File: src/hw/cswc_pkg.sv
package cswc_pkg;

    // ****************************************
    // Register map
    // ****************************************
    localparam logic [31:0] CSWC_CFG_OFFSET = 32'h0000_0000;
    localparam logic [31:0] CSWC_STATUS_OFFSET = 32'h0000_0004;
    localparam logic [31:0] CSWC_CFG_RESET = 32'h0005_0805;
    // Writable bits of each half; reserved bits read as zero
    localparam logic [15:0] CSWC_AREA_TWO_WMASK = 16'h7fdf;
    localparam logic [15:0] CSWC_AREA_THREE_WMASK = 16'h7bdf;
    localparam int CSWC_AREA_TWO_LSB = 0;
    localparam int CSWC_AREA_THREE_LSB = 16;

    // ****************************************
    // Field layout of one area half-word
    // ****************************************
    localparam int CSWC_WAIT_LSB = 0;
    localparam int CSWC_BUS_BIT = 4;
    localparam int CSWC_OM_LSB = 6;
    localparam int CSWC_RDREC_LSB = 8;
    localparam int CSWC_SPACE_BIT = 10;
    localparam int CSWC_EN_BIT = 11;
    localparam int CSWC_WRREC_LSB = 12;
    localparam int CSWC_CSREC_BIT = 14;
    localparam int CSWC_AREA_THREE_EN_BIT = 27;

    // ****************************************
    // Address decode of the programmed spaces
    // ****************************************
    localparam logic [31:0] CSWC_AREA_TWO_BASE = 32'h2000_0000;
    localparam logic [31:0] CSWC_AREA_TWO_MASK = 32'hff00_0000;
    localparam logic [31:0] CSWC_AREA_THREE_BASE = 32'h3000_0000;
    localparam logic [31:0] CSWC_AREA_THREE_MASK = 32'hff00_0000;

    // ****************************************
    // Timing
    // ****************************************
    localparam int CSWC_SYNC_DEPTH = 2;
    // Strobe lasts long enough for read data to clear the pin synchroniser
    localparam logic [3:0] CSWC_STROBE_BASE_CYC = 4'(CSWC_SYNC_DEPTH + 1);
    localparam logic [3:0] CSWC_EXT_WAIT_FLAG = 4'h8;

    // ****************************************
    // Types
    // ****************************************
    typedef struct packed {
        logic res_hi;
        logic cs_rec;
        logic [1:0] wr_rec;
        logic en;
        logic space;
        logic [1:0] rd_rec;
        logic [1:0] om;
        logic res_lo;
        logic bus8;
        logic [3:0] wait_code;
    } cswc_area_s;

    typedef struct packed {
        logic [31:0] addr;
        logic write;
        logic [31:0] wdata;
    } cswc_req_s;

    typedef struct packed {
        logic cs2_n;
        logic cs3_n;
        logic rd_n;
        logic wr_n;
        logic [31:0] addr;
        logic [15:0] dout;
        logic doe_n;
    } cswc_mem_s;

    function automatic logic [1:0] cswc_dummy_cycles(input logic [1:0] code);
        unique case (code)
            2'h0: cswc_dummy_cycles = 2'h2;
            2'h1: cswc_dummy_cycles = 2'h1;
            2'h2: cswc_dummy_cycles = 2'h0;
            // Prohibited code: take the longest recovery to stay safe
            default: cswc_dummy_cycles = 2'h2;
        endcase
    endfunction

    function automatic logic [2:0] cswc_beats(input logic bus8);
        cswc_beats = bus8 ? 3'h4 : 3'h2;
    endfunction

endpackage

File: src/hw/cswc_regs.sv
`timescale 1ns/1ps
module cswc_regs
    import cswc_pkg::*;
(
    input wire logic pclk,
    input wire logic presetn,
    input wire logic psel,
    input wire logic penable,
    input wire logic pwrite,
    input wire logic [31:0] paddr,
    input wire logic [31:0] pwdata,
    output logic pready,
    output logic [31:0] prdata,
    output logic pslverr,
    input wire logic [31:0] status,
    output logic [31:0] cfg
);

    logic hit_cfg;
    logic hit_status;
    logic [31:0] wmask;

    assign hit_cfg = (paddr == CSWC_CFG_OFFSET);
    assign hit_status = (paddr == CSWC_STATUS_OFFSET);
    assign wmask = {CSWC_AREA_THREE_WMASK, CSWC_AREA_TWO_WMASK};

    // ****************************************
    // Answer: always one access cycle
    // ****************************************
    always_ff @(posedge pclk or negedge presetn) begin
        if (!presetn) begin
            pready <= 1'b0;
            pslverr <= 1'b0;
        end else begin
            pready <= psel && !penable;
            pslverr <= psel && !penable && !hit_cfg && !hit_status;
        end
    end

    always_ff @(posedge pclk or negedge presetn) begin
        if (!presetn) begin
            prdata <= 32'h0000_0000;
        end else if (psel && !penable) begin
            prdata <= hit_cfg ? cfg : (hit_status ? status : 32'h0000_0000);
        end
    end

    // ****************************************
    // Configuration word
    // ****************************************
    always_ff @(posedge pclk or negedge presetn) begin
        if (!presetn) begin
            cfg <= CSWC_CFG_RESET;
        end else if (psel && penable && pready && pwrite && hit_cfg) begin
            cfg <= pwdata & wmask;
        end
    end

endmodule // cswc_regs

File: src/hw/cswc_chip_select_ctrl.sv
// Decided for this implementation: the register addresses and register access over APB.
`timescale 1ns/1ps
// Behaviour
// - Area two adds one dummy cycle after access when its recovery bit is set
// - Write recovery code: 00 two cycles, 01 one cycle, 10 none
// - Read recovery code: 00 two cycles, 01 one cycle, 10 none
// - Area two decodes whole 4G space (0) or its programmed space (1)
// - Area three has its own enable at bit 27; clear keeps it inactive
module cswc_chip_select_ctrl
    import cswc_pkg::*;
(
    input wire logic pclk,
    input wire logic presetn,
    input wire logic psel,
    input wire logic penable,
    input wire logic pwrite,
    input wire logic [31:0] paddr,
    input wire logic [31:0] pwdata,
    output logic pready,
    output logic [31:0] prdata,
    output logic pslverr,
    input wire logic req_valid,
    input wire cswc_req_s req,
    output logic req_ready,
    output logic resp_valid,
    output logic [31:0] resp_rdata,
    output logic resp_err,
    output cswc_mem_s mem,
    input wire logic [15:0] mem_din,
    input wire logic mem_wait_n
);

    typedef enum logic [5:0] {
        ST_IDLE = 6'h01,
        ST_SETUP = 6'h02,
        ST_STROBE = 6'h04,
        ST_RECOVER = 6'h08,
        ST_DONE = 6'h10,
        ST_MISS = 6'h20
    } cswc_state_e;

    cswc_state_e state;
    cswc_state_e next_state;
    logic [31:0] cfg;
    logic [31:0] status;
    cswc_area_s area_two;
    cswc_area_s area_three;
    cswc_area_s cur;
    logic cur_three;
    logic cur_write;
    logic [31:0] cur_addr;
    logic [31:0] wbuf;
    logic [31:0] rbuf;
    logic [2:0] beat;
    logic [3:0] cnt;
    logic [3:0] next_cnt;
    logic hit_two;
    logic hit_three;
    logic sel_two;
    logic sel_three;
    logic strobe_end;
    logic last_beat;
    logic [2:0] rec_total;
    logic [15:0] din_meta;
    logic [15:0] din_sync;
    logic wait_meta;
    logic wait_sync;
    logic last_err;
    logic [31:0] beat_addr;
    logic [15:0] beat_wdata;
    logic pin_three;
    logic pin_write;

    cswc_regs u_regs (
        .pclk(pclk),
        .presetn(presetn),
        .psel(psel),
        .penable(penable),
        .pwrite(pwrite),
        .paddr(paddr),
        .pwdata(pwdata),
        .pready(pready),
        .prdata(prdata),
        .pslverr(pslverr),
        .status(status),
        .cfg(cfg)
    );

    // Strobe waveform field is stored and read back only; the engine has the
    // single ROM/RAM waveform, so any other code behaves the same
    assign area_two = cswc_area_s'(cfg[CSWC_AREA_TWO_LSB +: 16]);
    assign area_three = cswc_area_s'(cfg[CSWC_AREA_THREE_LSB +: 16]);

    assign status = {26'h0, last_err, cur_three, state[5:2]};

    // ****************************************
    // Pin synchronisers
    // ****************************************
    always_ff @(posedge pclk or negedge presetn) begin
        if (!presetn) begin
            din_meta <= 16'h0000;
            din_sync <= 16'h0000;
        end else begin
            din_meta <= mem_din;
            din_sync <= din_meta;
        end
    end

    always_ff @(posedge pclk or negedge presetn) begin
        if (!presetn) begin
            wait_meta <= 1'b1;
            wait_sync <= 1'b1;
        end else begin
            wait_meta <= mem_wait_n;
            wait_sync <= wait_meta;
        end
    end

    // ****************************************
    // Area decode
    // ****************************************
    assign hit_three = ((req.addr & CSWC_AREA_THREE_MASK) == CSWC_AREA_THREE_BASE);
    assign hit_two = ((req.addr & CSWC_AREA_TWO_MASK) == CSWC_AREA_TWO_BASE);
    // Area three takes priority since area two may claim the whole space
    assign sel_three = cfg[CSWC_AREA_THREE_EN_BIT] && hit_three;
    assign sel_two = !sel_three && area_two.en && (!area_two.space || hit_two);
    // Pins follow next_state, so at the take the new request must pick its own area and direction
    assign pin_three = (state == ST_IDLE) ? sel_three : cur_three;
    assign pin_write = (state == ST_IDLE) ? req.write : cur_write;

    // ****************************************
    // Sequencer
    // ****************************************
    assign last_beat = (beat == cswc_beats(cur.bus8) - 3'h1);
    assign strobe_end = (cnt == 4'h0) && (!cur.wait_code[3] || wait_sync);
    assign rec_total = cur_write ? {1'b0, cswc_dummy_cycles(cur.wr_rec)}
                                 : {1'b0, cswc_dummy_cycles(cur.rd_rec)};

    always_comb begin
        next_state = state;
        next_cnt = cnt;
        unique case (state)
            ST_IDLE: begin
                if (req_valid && req_ready) begin
                    next_state = (sel_two || sel_three) ? ST_SETUP : ST_MISS;
                end
            end
            ST_SETUP: begin
                next_state = ST_STROBE;
                next_cnt = CSWC_STROBE_BASE_CYC + {1'b0, cur.wait_code[2:0]} - 4'h1;
            end
            ST_STROBE: begin
                if (cnt != 4'h0) begin
                    next_cnt = cnt - 4'h1;
                end else if (strobe_end) begin
                    if (!last_beat) begin
                        next_state = ST_SETUP;
                    end else if (rec_total != 3'h0 || (!cur_three && cur.cs_rec)) begin
                        next_state = ST_RECOVER;
                        next_cnt = 4'(rec_total) + ((!cur_three && cur.cs_rec) ? 4'h1 : 4'h0) - 4'h1;
                    end else begin
                        next_state = ST_DONE;
                    end
                end
            end
            ST_RECOVER: begin
                if (cnt == 4'h0) begin
                    next_state = ST_DONE;
                end else begin
                    next_cnt = cnt - 4'h1;
                end
            end
            ST_DONE: next_state = ST_IDLE;
            ST_MISS: next_state = ST_IDLE;
            default: next_state = ST_IDLE;
        endcase
    end

    always_ff @(posedge pclk or negedge presetn) begin
        if (!presetn) begin
            state <= ST_IDLE;
            cnt <= 4'h0;
        end else begin
            state <= next_state;
            cnt <= next_cnt;
        end
    end

    // ****************************************
    // Request capture and beat tracking
    // ****************************************
    always_ff @(posedge pclk or negedge presetn) begin
        if (!presetn) begin
            cur <= '0;
            cur_three <= 1'b0;
            cur_write <= 1'b0;
            cur_addr <= 32'h0000_0000;
            wbuf <= 32'h0000_0000;
        end else if (state == ST_IDLE && req_valid && req_ready) begin
            // Settings are frozen per transfer; later writes apply to the next one
            cur <= sel_three ? area_three : area_two;
            cur_three <= sel_three;
            cur_write <= req.write;
            cur_addr <= {req.addr[31:2], 2'b00};
            wbuf <= req.wdata;
        end
    end

    always_ff @(posedge pclk or negedge presetn) begin
        if (!presetn) begin
            beat <= 3'h0;
        end else if (state == ST_IDLE) begin
            beat <= 3'h0;
        end else if (state == ST_STROBE && strobe_end && !last_beat) begin
            beat <= beat + 3'h1;
        end
    end

    // Narrow beats fill the word from its low end upward
    always_ff @(posedge pclk or negedge presetn) begin
        if (!presetn) begin
            rbuf <= 32'h0000_0000;
        end else if (state == ST_STROBE && strobe_end && !cur_write) begin
            if (cur.bus8) begin
                rbuf <= {din_sync[7:0], rbuf[31:8]};
            end else begin
                rbuf <= {din_sync, rbuf[31:16]};
            end
        end
    end

    // ****************************************
    // Beat address and data
    // ****************************************
    always_comb begin
        if (cur.bus8) begin
            beat_addr = cur_addr + {30'h0, beat[1:0]};
            beat_wdata = {8'h00, wbuf[{beat[1:0], 3'h0} +: 8]};
        end else begin
            beat_addr = cur_addr + {30'h0, beat[0], 1'b0};
            beat_wdata = wbuf[{beat[0], 4'h0} +: 16];
        end
    end

    // ****************************************
    // Memory pins
    // ****************************************
    always_ff @(posedge pclk or negedge presetn) begin
        if (!presetn) begin
            mem.cs2_n <= 1'b1;
            mem.cs3_n <= 1'b1;
            mem.rd_n <= 1'b1;
            mem.wr_n <= 1'b1;
            mem.doe_n <= 1'b1;
        end else begin
            // Chip select drops during recovery so the dummy cycles are idle bus time
            mem.cs2_n <= !(!pin_three && (next_state == ST_SETUP || next_state == ST_STROBE));
            mem.cs3_n <= !(pin_three && (next_state == ST_SETUP || next_state == ST_STROBE));
            mem.rd_n <= !(!pin_write && next_state == ST_STROBE);
            mem.wr_n <= !(pin_write && next_state == ST_STROBE);
            mem.doe_n <= !(pin_write && (next_state == ST_SETUP || next_state == ST_STROBE));
        end
    end

    always_ff @(posedge pclk or negedge presetn) begin
        if (!presetn) begin
            mem.addr <= 32'h0000_0000;
            mem.dout <= 16'h0000;
        end else if (state == ST_SETUP) begin
            mem.addr <= beat_addr;
            mem.dout <= beat_wdata;
        end
    end

    // ****************************************
    // Request side handshake
    // ****************************************
    always_ff @(posedge pclk or negedge presetn) begin
        if (!presetn) begin
            req_ready <= 1'b0;
        end else begin
            req_ready <= (next_state == ST_IDLE) && !(state == ST_IDLE && req_valid && req_ready);
        end
    end

    always_ff @(posedge pclk or negedge presetn) begin
        if (!presetn) begin
            resp_valid <= 1'b0;
            resp_err <= 1'b0;
            resp_rdata <= 32'h0000_0000;
        end else begin
            resp_valid <= (state == ST_DONE) || (state == ST_MISS);
            resp_err <= (state == ST_MISS);
            if (state == ST_DONE) begin
                resp_rdata <= cur_write ? 32'h0000_0000 : rbuf;
            end else if (state == ST_MISS) begin
                resp_rdata <= 32'h0000_0000;
            end
        end
    end

    always_ff @(posedge pclk or negedge presetn) begin
        if (!presetn) begin
            last_err <= 1'b0;
        end else if (state == ST_MISS) begin
            last_err <= 1'b1;
        end else if (state == ST_DONE) begin
            last_err <= 1'b0;
        end
    end

endmodule // cswc_chip_select_ctrl

File: config.mk
export PLATFORM = sky130hd
export DESIGN_NAME = cswc_chip_select_ctrl
export DESIGN_NICKNAME = d
export VERILOG_FILES = /design/src/hw/cswc_pkg.sv /design/src/hw/cswc_regs.sv /design/src/hw/cswc_chip_select_ctrl.sv
export SDC_FILE = /design/constraint.sdc
export NUM_CORES = 1
export LEC_CHECK = 0
export BUFFER_PORTS_ARGS = -buffer_cell sky130_fd_sc_hd__buf_2
export CAP_MARGIN = 20
export CORE_AREA = 2 2 146 219
export CTS_CLUSTER_SIZE = 24
export DETAILED_ROUTE_END_ITERATION = 8
export DIE_AREA = 0 0 148 221
export PLACE_DENSITY = 0.61
export SLEW_MARGIN = 20
export SYNTH_ARGS = -nofsm -noshare
export SYNTH_HDL_FRONTEND = slang
export SYNTH_SLANG_ARGS = --single-unit
File: constraint.sdc
create_clock -name pclk -period 2.7 [get_ports pclk]
set_clock_uncertainty 0.1 [all_clocks]
set_input_delay 0.54 -clock pclk [delete_from_list [all_inputs] [get_ports pclk]]
set_output_delay 0.54 -clock pclk [all_outputs]
set_load 0.01 [all_outputs]
==> results.sh, run 1 <==
export IMPL_dp_worst_setup_slack_ns=0.266
export IMPL_gp_congestion=0.819
export IMPL_hold_slack_ns=0.0796
export IMPL_fillCellCount=2851
export IMPL_dieHeight_um=221
export IMPL_cts_htree_levels=1
export IMPL_fmaxAchievable_mhz=435
export IMPL_report_final_slew_viol_count=0
export IMPL_start_util_pct=39.6
export IMPL_stdcell_count=1729
export IMPL_p_leak_nw=7.62
export IMPL_period_minus_slack_ns=2.30
export IMPL_grt_setup_unrepaired="no"
export IMPL_setup_viol=0
export IMPL_clock_latency_ns=0.55
export IMPL_post_route_period_util_pct=85.1
export IMPL_multiInputGateArea_um2=4350
export IMPL_gr_usage_all_layers_pct=17.6
export IMPL_overflow=0
export IMPL_reg2reg_slack_ns=0.40
export IMPL_drc=0
export IMPL_synth_cell_type_count=52
export IMPL_syn_avg_cell_area_um2=11.9
export IMPL_dieArea_um2=32700
export IMPL_finalPower_mw=11.0
export IMPL_cp_data_required_time_ns=3.03
export IMPL_grt_pass1_vias=8842
export IMPL_async_flop_share_pct=100
export IMPL_status="completed"
export IMPL_synth_yosys_seq_area_share_pct=61.4
export IMPL_antenna_found_initial=3
export IMPL_clockRootBuffer="clkbuf_16"
export IMPL_drt_initial_drc_count=281
export IMPL_regArea_um2=7500
export IMPL_cts_buffer_depth=3
export IMPL_p_per_area_nw_per_um2=728
export IMPL_cts_buffers_inserted=29
export IMPL_dpl_hpwl_um=19900
export IMPL_post_cts_buffers=0
export IMPL_synth_cells=1025
export IMPL_criticalPathCategory="reg -> reg"
export IMPL_area_growth_pct=24.0
export IMPL_grt_pass1_wl_um=46800
export IMPL_min_path_type="in -> reg"
export IMPL_peakVddDrop_mv=0.454
export IMPL_end_kind="flip-flop"
export IMPL_path_max_fanout=7
export IMPL_grt_max_degree=65
export IMPL_setup_slack_ns=0.401
export IMPL_coreArea_um2=30800
export IMPL_tightest_slew_ns=0.567
export IMPL_cap_violations=0
export IMPL_synth_edf_count=0
export IMPL_syn_area_um2=12200
export IMPL_cp_start_kind="flip-flop"
export IMPL_vias_per_cell=4.91
export IMPL_synth_main_ff_cell="dfrtp_1"
export IMPL_slew_headroom_pct=62.2
export IMPL_tns_ns=0
export IMPL_wirelength_um=28500
export IMPL_rows=79
export IMPL_finalHoldViolations=0
export IMPL_io_pins=274
export IMPL_critPathArrivalTime_ns=2.63
export IMPL_wl_per_cell_um=16.5
export IMPL_portBuffers=262
export IMPL_layout_nets=1463
export IMPL_firstDrtPassIters=4
export IMPL_via_count=8495
export IMPL_die_w_um=148
export IMPL_clk_pin_slew_ns=0.06
export IMPL_yosys_warnings=0
export IMPL_drtAntennaViolNets=0
export IMPL_cts_sinks=299
export IMPL_dp_cells=1659
export IMPL_drive_gt1_share_pct=36.1
export IMPL_cts_tree="built"
export IMPL_ys_ff_latch=299
## flip-flops by register name, summed over array words and instances (netlist names), 3 cells and up
signal         count
beat               3
cnt                4
cur               10
cur_addr          30
din_meta          16
din_sync          16
mem               53
rbuf              32
resp_rdata        32
state              6
u_regs.cfg        27
u_regs.prdata     28
wbuf              32
## cells in the mapped netlist (2+ instances only)
| master | number | area [um2] |
|---|---|---|
| a21oi_1 | 24 | 120 |
| a221oi_1 | 4 | 35.0 |
| a22o_1 | 32 | 280 |
| a22oi_1 | 6 | 45.0 |
| and2_1 | 4 | 25.0 |
| and3_1 | 2 | 12.5 |
| buf_1 | 5 | 18.8 |
| buf_2 | 11 | 55.1 |
| buf_4 | 7 | 52.6 |
| buf_6 | 7 | 78.8 |
| clkbuf_1 | 36 | 135 |
| dfrtp_1 | 286 | 7160 |
| dfstp_2 | 13 | 342 |
| ha_1 | 8 | 100 |
| inv_1 | 13 | 48.8 |
| mux2_2 | 93 | 1050 |
| mux2i_1 | 61 | 611 |
| nand2_1 | 216 | 811 |
| nand2b_1 | 6 | 37.5 |
| nand3_1 | 9 | 45.0 |
| nand4_1 | 4 | 25.0 |
| nor2_1 | 32 | 120 |
| nor2b_1 | 5 | 31.3 |
| nor3_1 | 9 | 45.0 |
| nor3b_1 | 2 | 15.0 |
| nor4_1 | 8 | 50.1 |
| o211a_1 | 2 | 20.0 |
| o21ai_0 | 44 | 220 |
| o21ai_1 | 3 | 15.0 |
| o21ai_2 | 25 | 219 |
| o221ai_1 | 3 | 26.3 |
| o22ai_1 | 5 | 31.3 |
| o31ai_1 | 15 | 113 |
| or2_2 | 2 | 12.5 |
| or3_1 | 3 | 18.8 |
| xnor2_1 | 2 | 17.5 |
| xor2_1 | 3 | 26.3 |
## logic make-up (layout without fill, tap and decap cells)
family                   count (synthesis)  count (layout)  synth area share [%]
AO/OA/AOI/OAI                          168             168                  9.56
buffers and inverters                   79             372                  3.19
other                                    1               7                0.0307
multiplexers                           154             154                  13.6
AND/OR/NAND/NOR                        311             311                  11.0
flip-flops                             299             299                  61.4
XOR/XNOR                                 5               5                 0.359
adder cells (fa/ha/maj)                  8               8                 0.820
## final timing paths
| check | start | to | cells past startpoint |
|---|---|---|---|
| worst min-delay path | req[44] | cur_addr[11] | 3 |
| min in group asynchronous | presetn | resp_rdata[3] | 2 |
| worst min register to register | din_meta[5] | din_sync[5] | 0 |
| worst max register to register | state[4] | cnt[2] | 5 |
| worst max-delay path | state[4] | cnt[2] | 5 |
| max in group asynchronous | presetn | u_regs.cfg[11] | 3 |
## critical path, stage by stage, from the launching register on
cell and delay [ns]:
dfrtp_1 0.46, or4_4 0.59, nor2_1 0.27, o311ai_0 0.22
nand3_1 0.20, mux2_2 0.35
## power breakdown
part	internal, mW	switching [mW]
combinational	0.804	0.916
clock	2.27	1.64
sequential	5.02	0.362
## stage by stage
| step | cell area, um2 | utilization, % |
|---|---|---|
| after detailed placement | 14000 | 45.5 |
| after floorplan | 12200 | - |
| after CTS | 15100 | 49.1 |
| after global routing | 15100 | 49.1 |
| final | 15100 | 49.1 |
| after global placement | 14000 | 45.5 |
## timing repair
action	4_1_cts	5_1_grt
endpoints found under the hold margin	61	0
resized for setup	0	0
hold buffers	18	0
## area by class of cell
cell class,count,area share [%]
Inverter,13,0.322
Multi-Input combinational cell,650,28.7
Clock buffer,44,5.70
Antenna cell,3,0.0496
Sequential cell,299,49.5
Tap cell,405,3.35
Timing Repair Buffer,310,12.0
Clock inverter,5,0.347
## layout by cell type (no fill, tap or decap), types with 5 or more instances in the layout
master	count
nor4_1	8
ha_1	8
clkbuf_8	8
nor2b_1	5
dlygate4sd3_1	18
nor3_1	8
inv_1	13
o31ai_1	15
o21ai_2	25
nand3_1	7
dfrtp_1	285
buf_12	7
clkbuf_16	29
nor2_1	32
nand2_1	216
o22ai_1	5
mux2i_1	61
o21ai_0	44
a22oi_1	6
dfstp_2	13
nand2b_1	6
buf_2	261
buf_4	23
a21oi_1	24
mux2_2	93
a22o_1	32
clkbuf_1	7
## per-layer routing
metal	track usage [%]	up-vias	routed length (um)
met5	0	-	0
met4	7.59	0	1180
met3	3.51	64	1420
met2	30.7	186	14500
met1	21.0	4127	11400
li1	-	4118	-
Note: power is estimated with default switching activity, not from simulation.
==> inputs of run 2 (changes only) <==
- CORE_AREA: 2 2 146 219 -> 2 2 149 224
- DIE_AREA: 0 0 148 221 -> 0 0 151 226
- SYNTH_HIERARCHICAL: not set -> 1
==> results.sh, run 2 <==
export IMPL_wirelength_um=30000
export IMPL_cp_data_required_time_ns=3.04
export IMPL_drc=0
export IMPL_crit_end="rbuf[7]"
export IMPL_gp_congestion=0.879
export IMPL_grt_pass1_vias=9135
export IMPL_report_final_slew_viol_count=0
export IMPL_cap_violations=0
export IMPL_via_count=8909
export IMPL_grt_pass1_wl_um=47900
export IMPL_coreArea_um2=32200
export IMPL_critPathArrivalTime_ns=2.77
export IMPL_cts_htree_levels=1
export IMPL_stdcell_count=1806
export IMPL_firstDrtPassIters=4
export IMPL_reg2reg_to="rbuf[7]"
export IMPL_largest_reg_flops=53
export IMPL_grt_max_degree=72
export IMPL_period_minus_slack_ns=2.43
export IMPL_tns_ns=0
export IMPL_synth_cells=1063
export IMPL_clockRootBuffer="clkbuf_16"
export IMPL_drive_gt1_share_pct=34.6
export IMPL_r2r_start="cnt[0]"
export IMPL_vias_per_cell=4.93
export IMPL_portBuffers=266
export IMPL_min_path_type="in -> reg"
export IMPL_cts_sinks=303
export IMPL_cts_tree="built"
export IMPL_setup_worst_path_start="cnt[0]"
export IMPL_start_util_pct=39.4
export IMPL_antenna_found_initial=2
export IMPL_post_route_period_util_pct=90.1
export IMPL_tightest_slew_ns=0.713
export IMPL_cts_buffers_inserted=30
export IMPL_finalCoreUtilization_pct=49.0
export IMPL_cp_start_kind="flip-flop"
export IMPL_fmaxAchievable_mhz=411
export IMPL_area_growth_pct=24.3
export IMPL_hold_slack_ns=0.0782
export IMPL_grt_setup_unrepaired="no"
export IMPL_dieHeight_um=226
export IMPL_finalPower_mw=11.7
export IMPL_reg2reg_depth=7
export IMPL_drtAntennaViolNets=0
export IMPL_status="completed"
export IMPL_wl_per_cell_um=16.6
export IMPL_peakVddDrop_mv=0.503
export IMPL_syn_area_um2=12700
export IMPL_io_pins=274
export IMPL_dpl_hpwl_um=20900
export IMPL_layout_common_cells="dfrtp_1 (289), buf_2 (265), nand2_1 (211)"
export IMPL_path_max_fanout=64
export IMPL_p_leak_nw=8.01
export IMPL_end_kind="flip-flop"
export IMPL_yosys_warnings=6
export IMPL_gr_usage_all_layers_pct=17.7
export IMPL_dp_cells=1731
export IMPL_clock_latency_ns=0.56
export IMPL_criticalPathCategory="reg -> reg"
export IMPL_drt_initial_drc_count=307
export IMPL_finalHoldViolations=0
export IMPL_largest_register="mem"
export IMPL_ctsResizeCount=0
export IMPL_slew_headroom_pct=52.5
export IMPL_rows=81
export IMPL_post_cts_buffers=0
export IMPL_setup_viol=0
export IMPL_die_w_um=151
export IMPL_overflow=0
export IMPL_cts_buffer_depth=3
export IMPL_layout_nets=1526
export IMPL_cts_hold_buf=18
export IMPL_final_common_cell="dfrtp_1"
export IMPL_syn_avg_cell_area_um2=12.0
export IMPL_p_per_area_nw_per_um2=744
export IMPL_clk_pin_slew_ns=0.06
export IMPL_reg2reg_slack_ns=0.27
export IMPL_dieArea_um2=34100
## run 2: changes by cell type in the layout (fill, tap and decap cells not counted), sizes merged, moves of 7 or more
| cell | before | now |
|---|---|---|
| mux2 | 93 | 86 |
| conb | 4 | 26 |
| nor2b | 5 | 12 |
| mux2i | 61 | 86 |
| o31ai | 15 | 41 |
| o21ai | 72 | 57 |
| a21oi | 24 | 17 |
## run 2: cell type report
type,instances,area [um2]
diodes,2,5.00
clock buffers,42,847
clock inverters,13,124
fillers,3004,16400
inverters,15,56.3
multi-input cells,702,4790
flip-flops and latches,303,7600
well taps,415,519
repair buffers,314,1860
## run 2: where the power goes
group	total, mW	switching [mW]	leakage [nW]	internal, mW
Sequential	5.62	0.452	3.88	5.17
Clock	4.11	1.74	0.477	2.38
Combinational	2.01	1.06	3.65	0.953
Total	11.7	3.25	8.01	8.50
## run 2: how the worst min path moves through the flow
stage	from	cells past startpoint	end
after floorplan	presetn	0	beat[0]
after global placement	din_meta[7]	0	din_sync[7]
after detailed placement	din_meta[1]	0	din_sync[1]
after CTS	req[37]	3	cur_addr[4]
after global routing	req[7]	3	wbuf[7]
final	req[36]	3	cur_addr[3]
## run 2: per-stage QoR
step,setup slack [ns],cell area (um2)
after floorplan,0.442,12800
after global placement,0.321,14600
after detailed placement,0.293,14600
after CTS,0.282,15800
after global routing,0.0992,15800
final,0.266,15800
## run 2: per-layer routing
| layer | track usage [%] | up-vias | share of wire [%] |
|---|---|---|---|
| met4 | 6.99 | 0 | 3.3 |
| met3 | 2.16 | 54 | 3.7 |
| met2 | 32.3 | 187 | 54 |
| met5 | 0 | - | 0 |
| met1 | 20.9 | 4348 | 39 |
| li1 | - | 4320 | - |
## run 2: worst max-delay path, cell delays in order, from the launching register on
cell	delay (ns)
dfrtp_1	0.42
inv_1	0.09
ha_1	0.16
or3b_1	0.51
or4_4	0.58
buf_12	0.21
nand2_1	0.13
o21ai_2	0.05
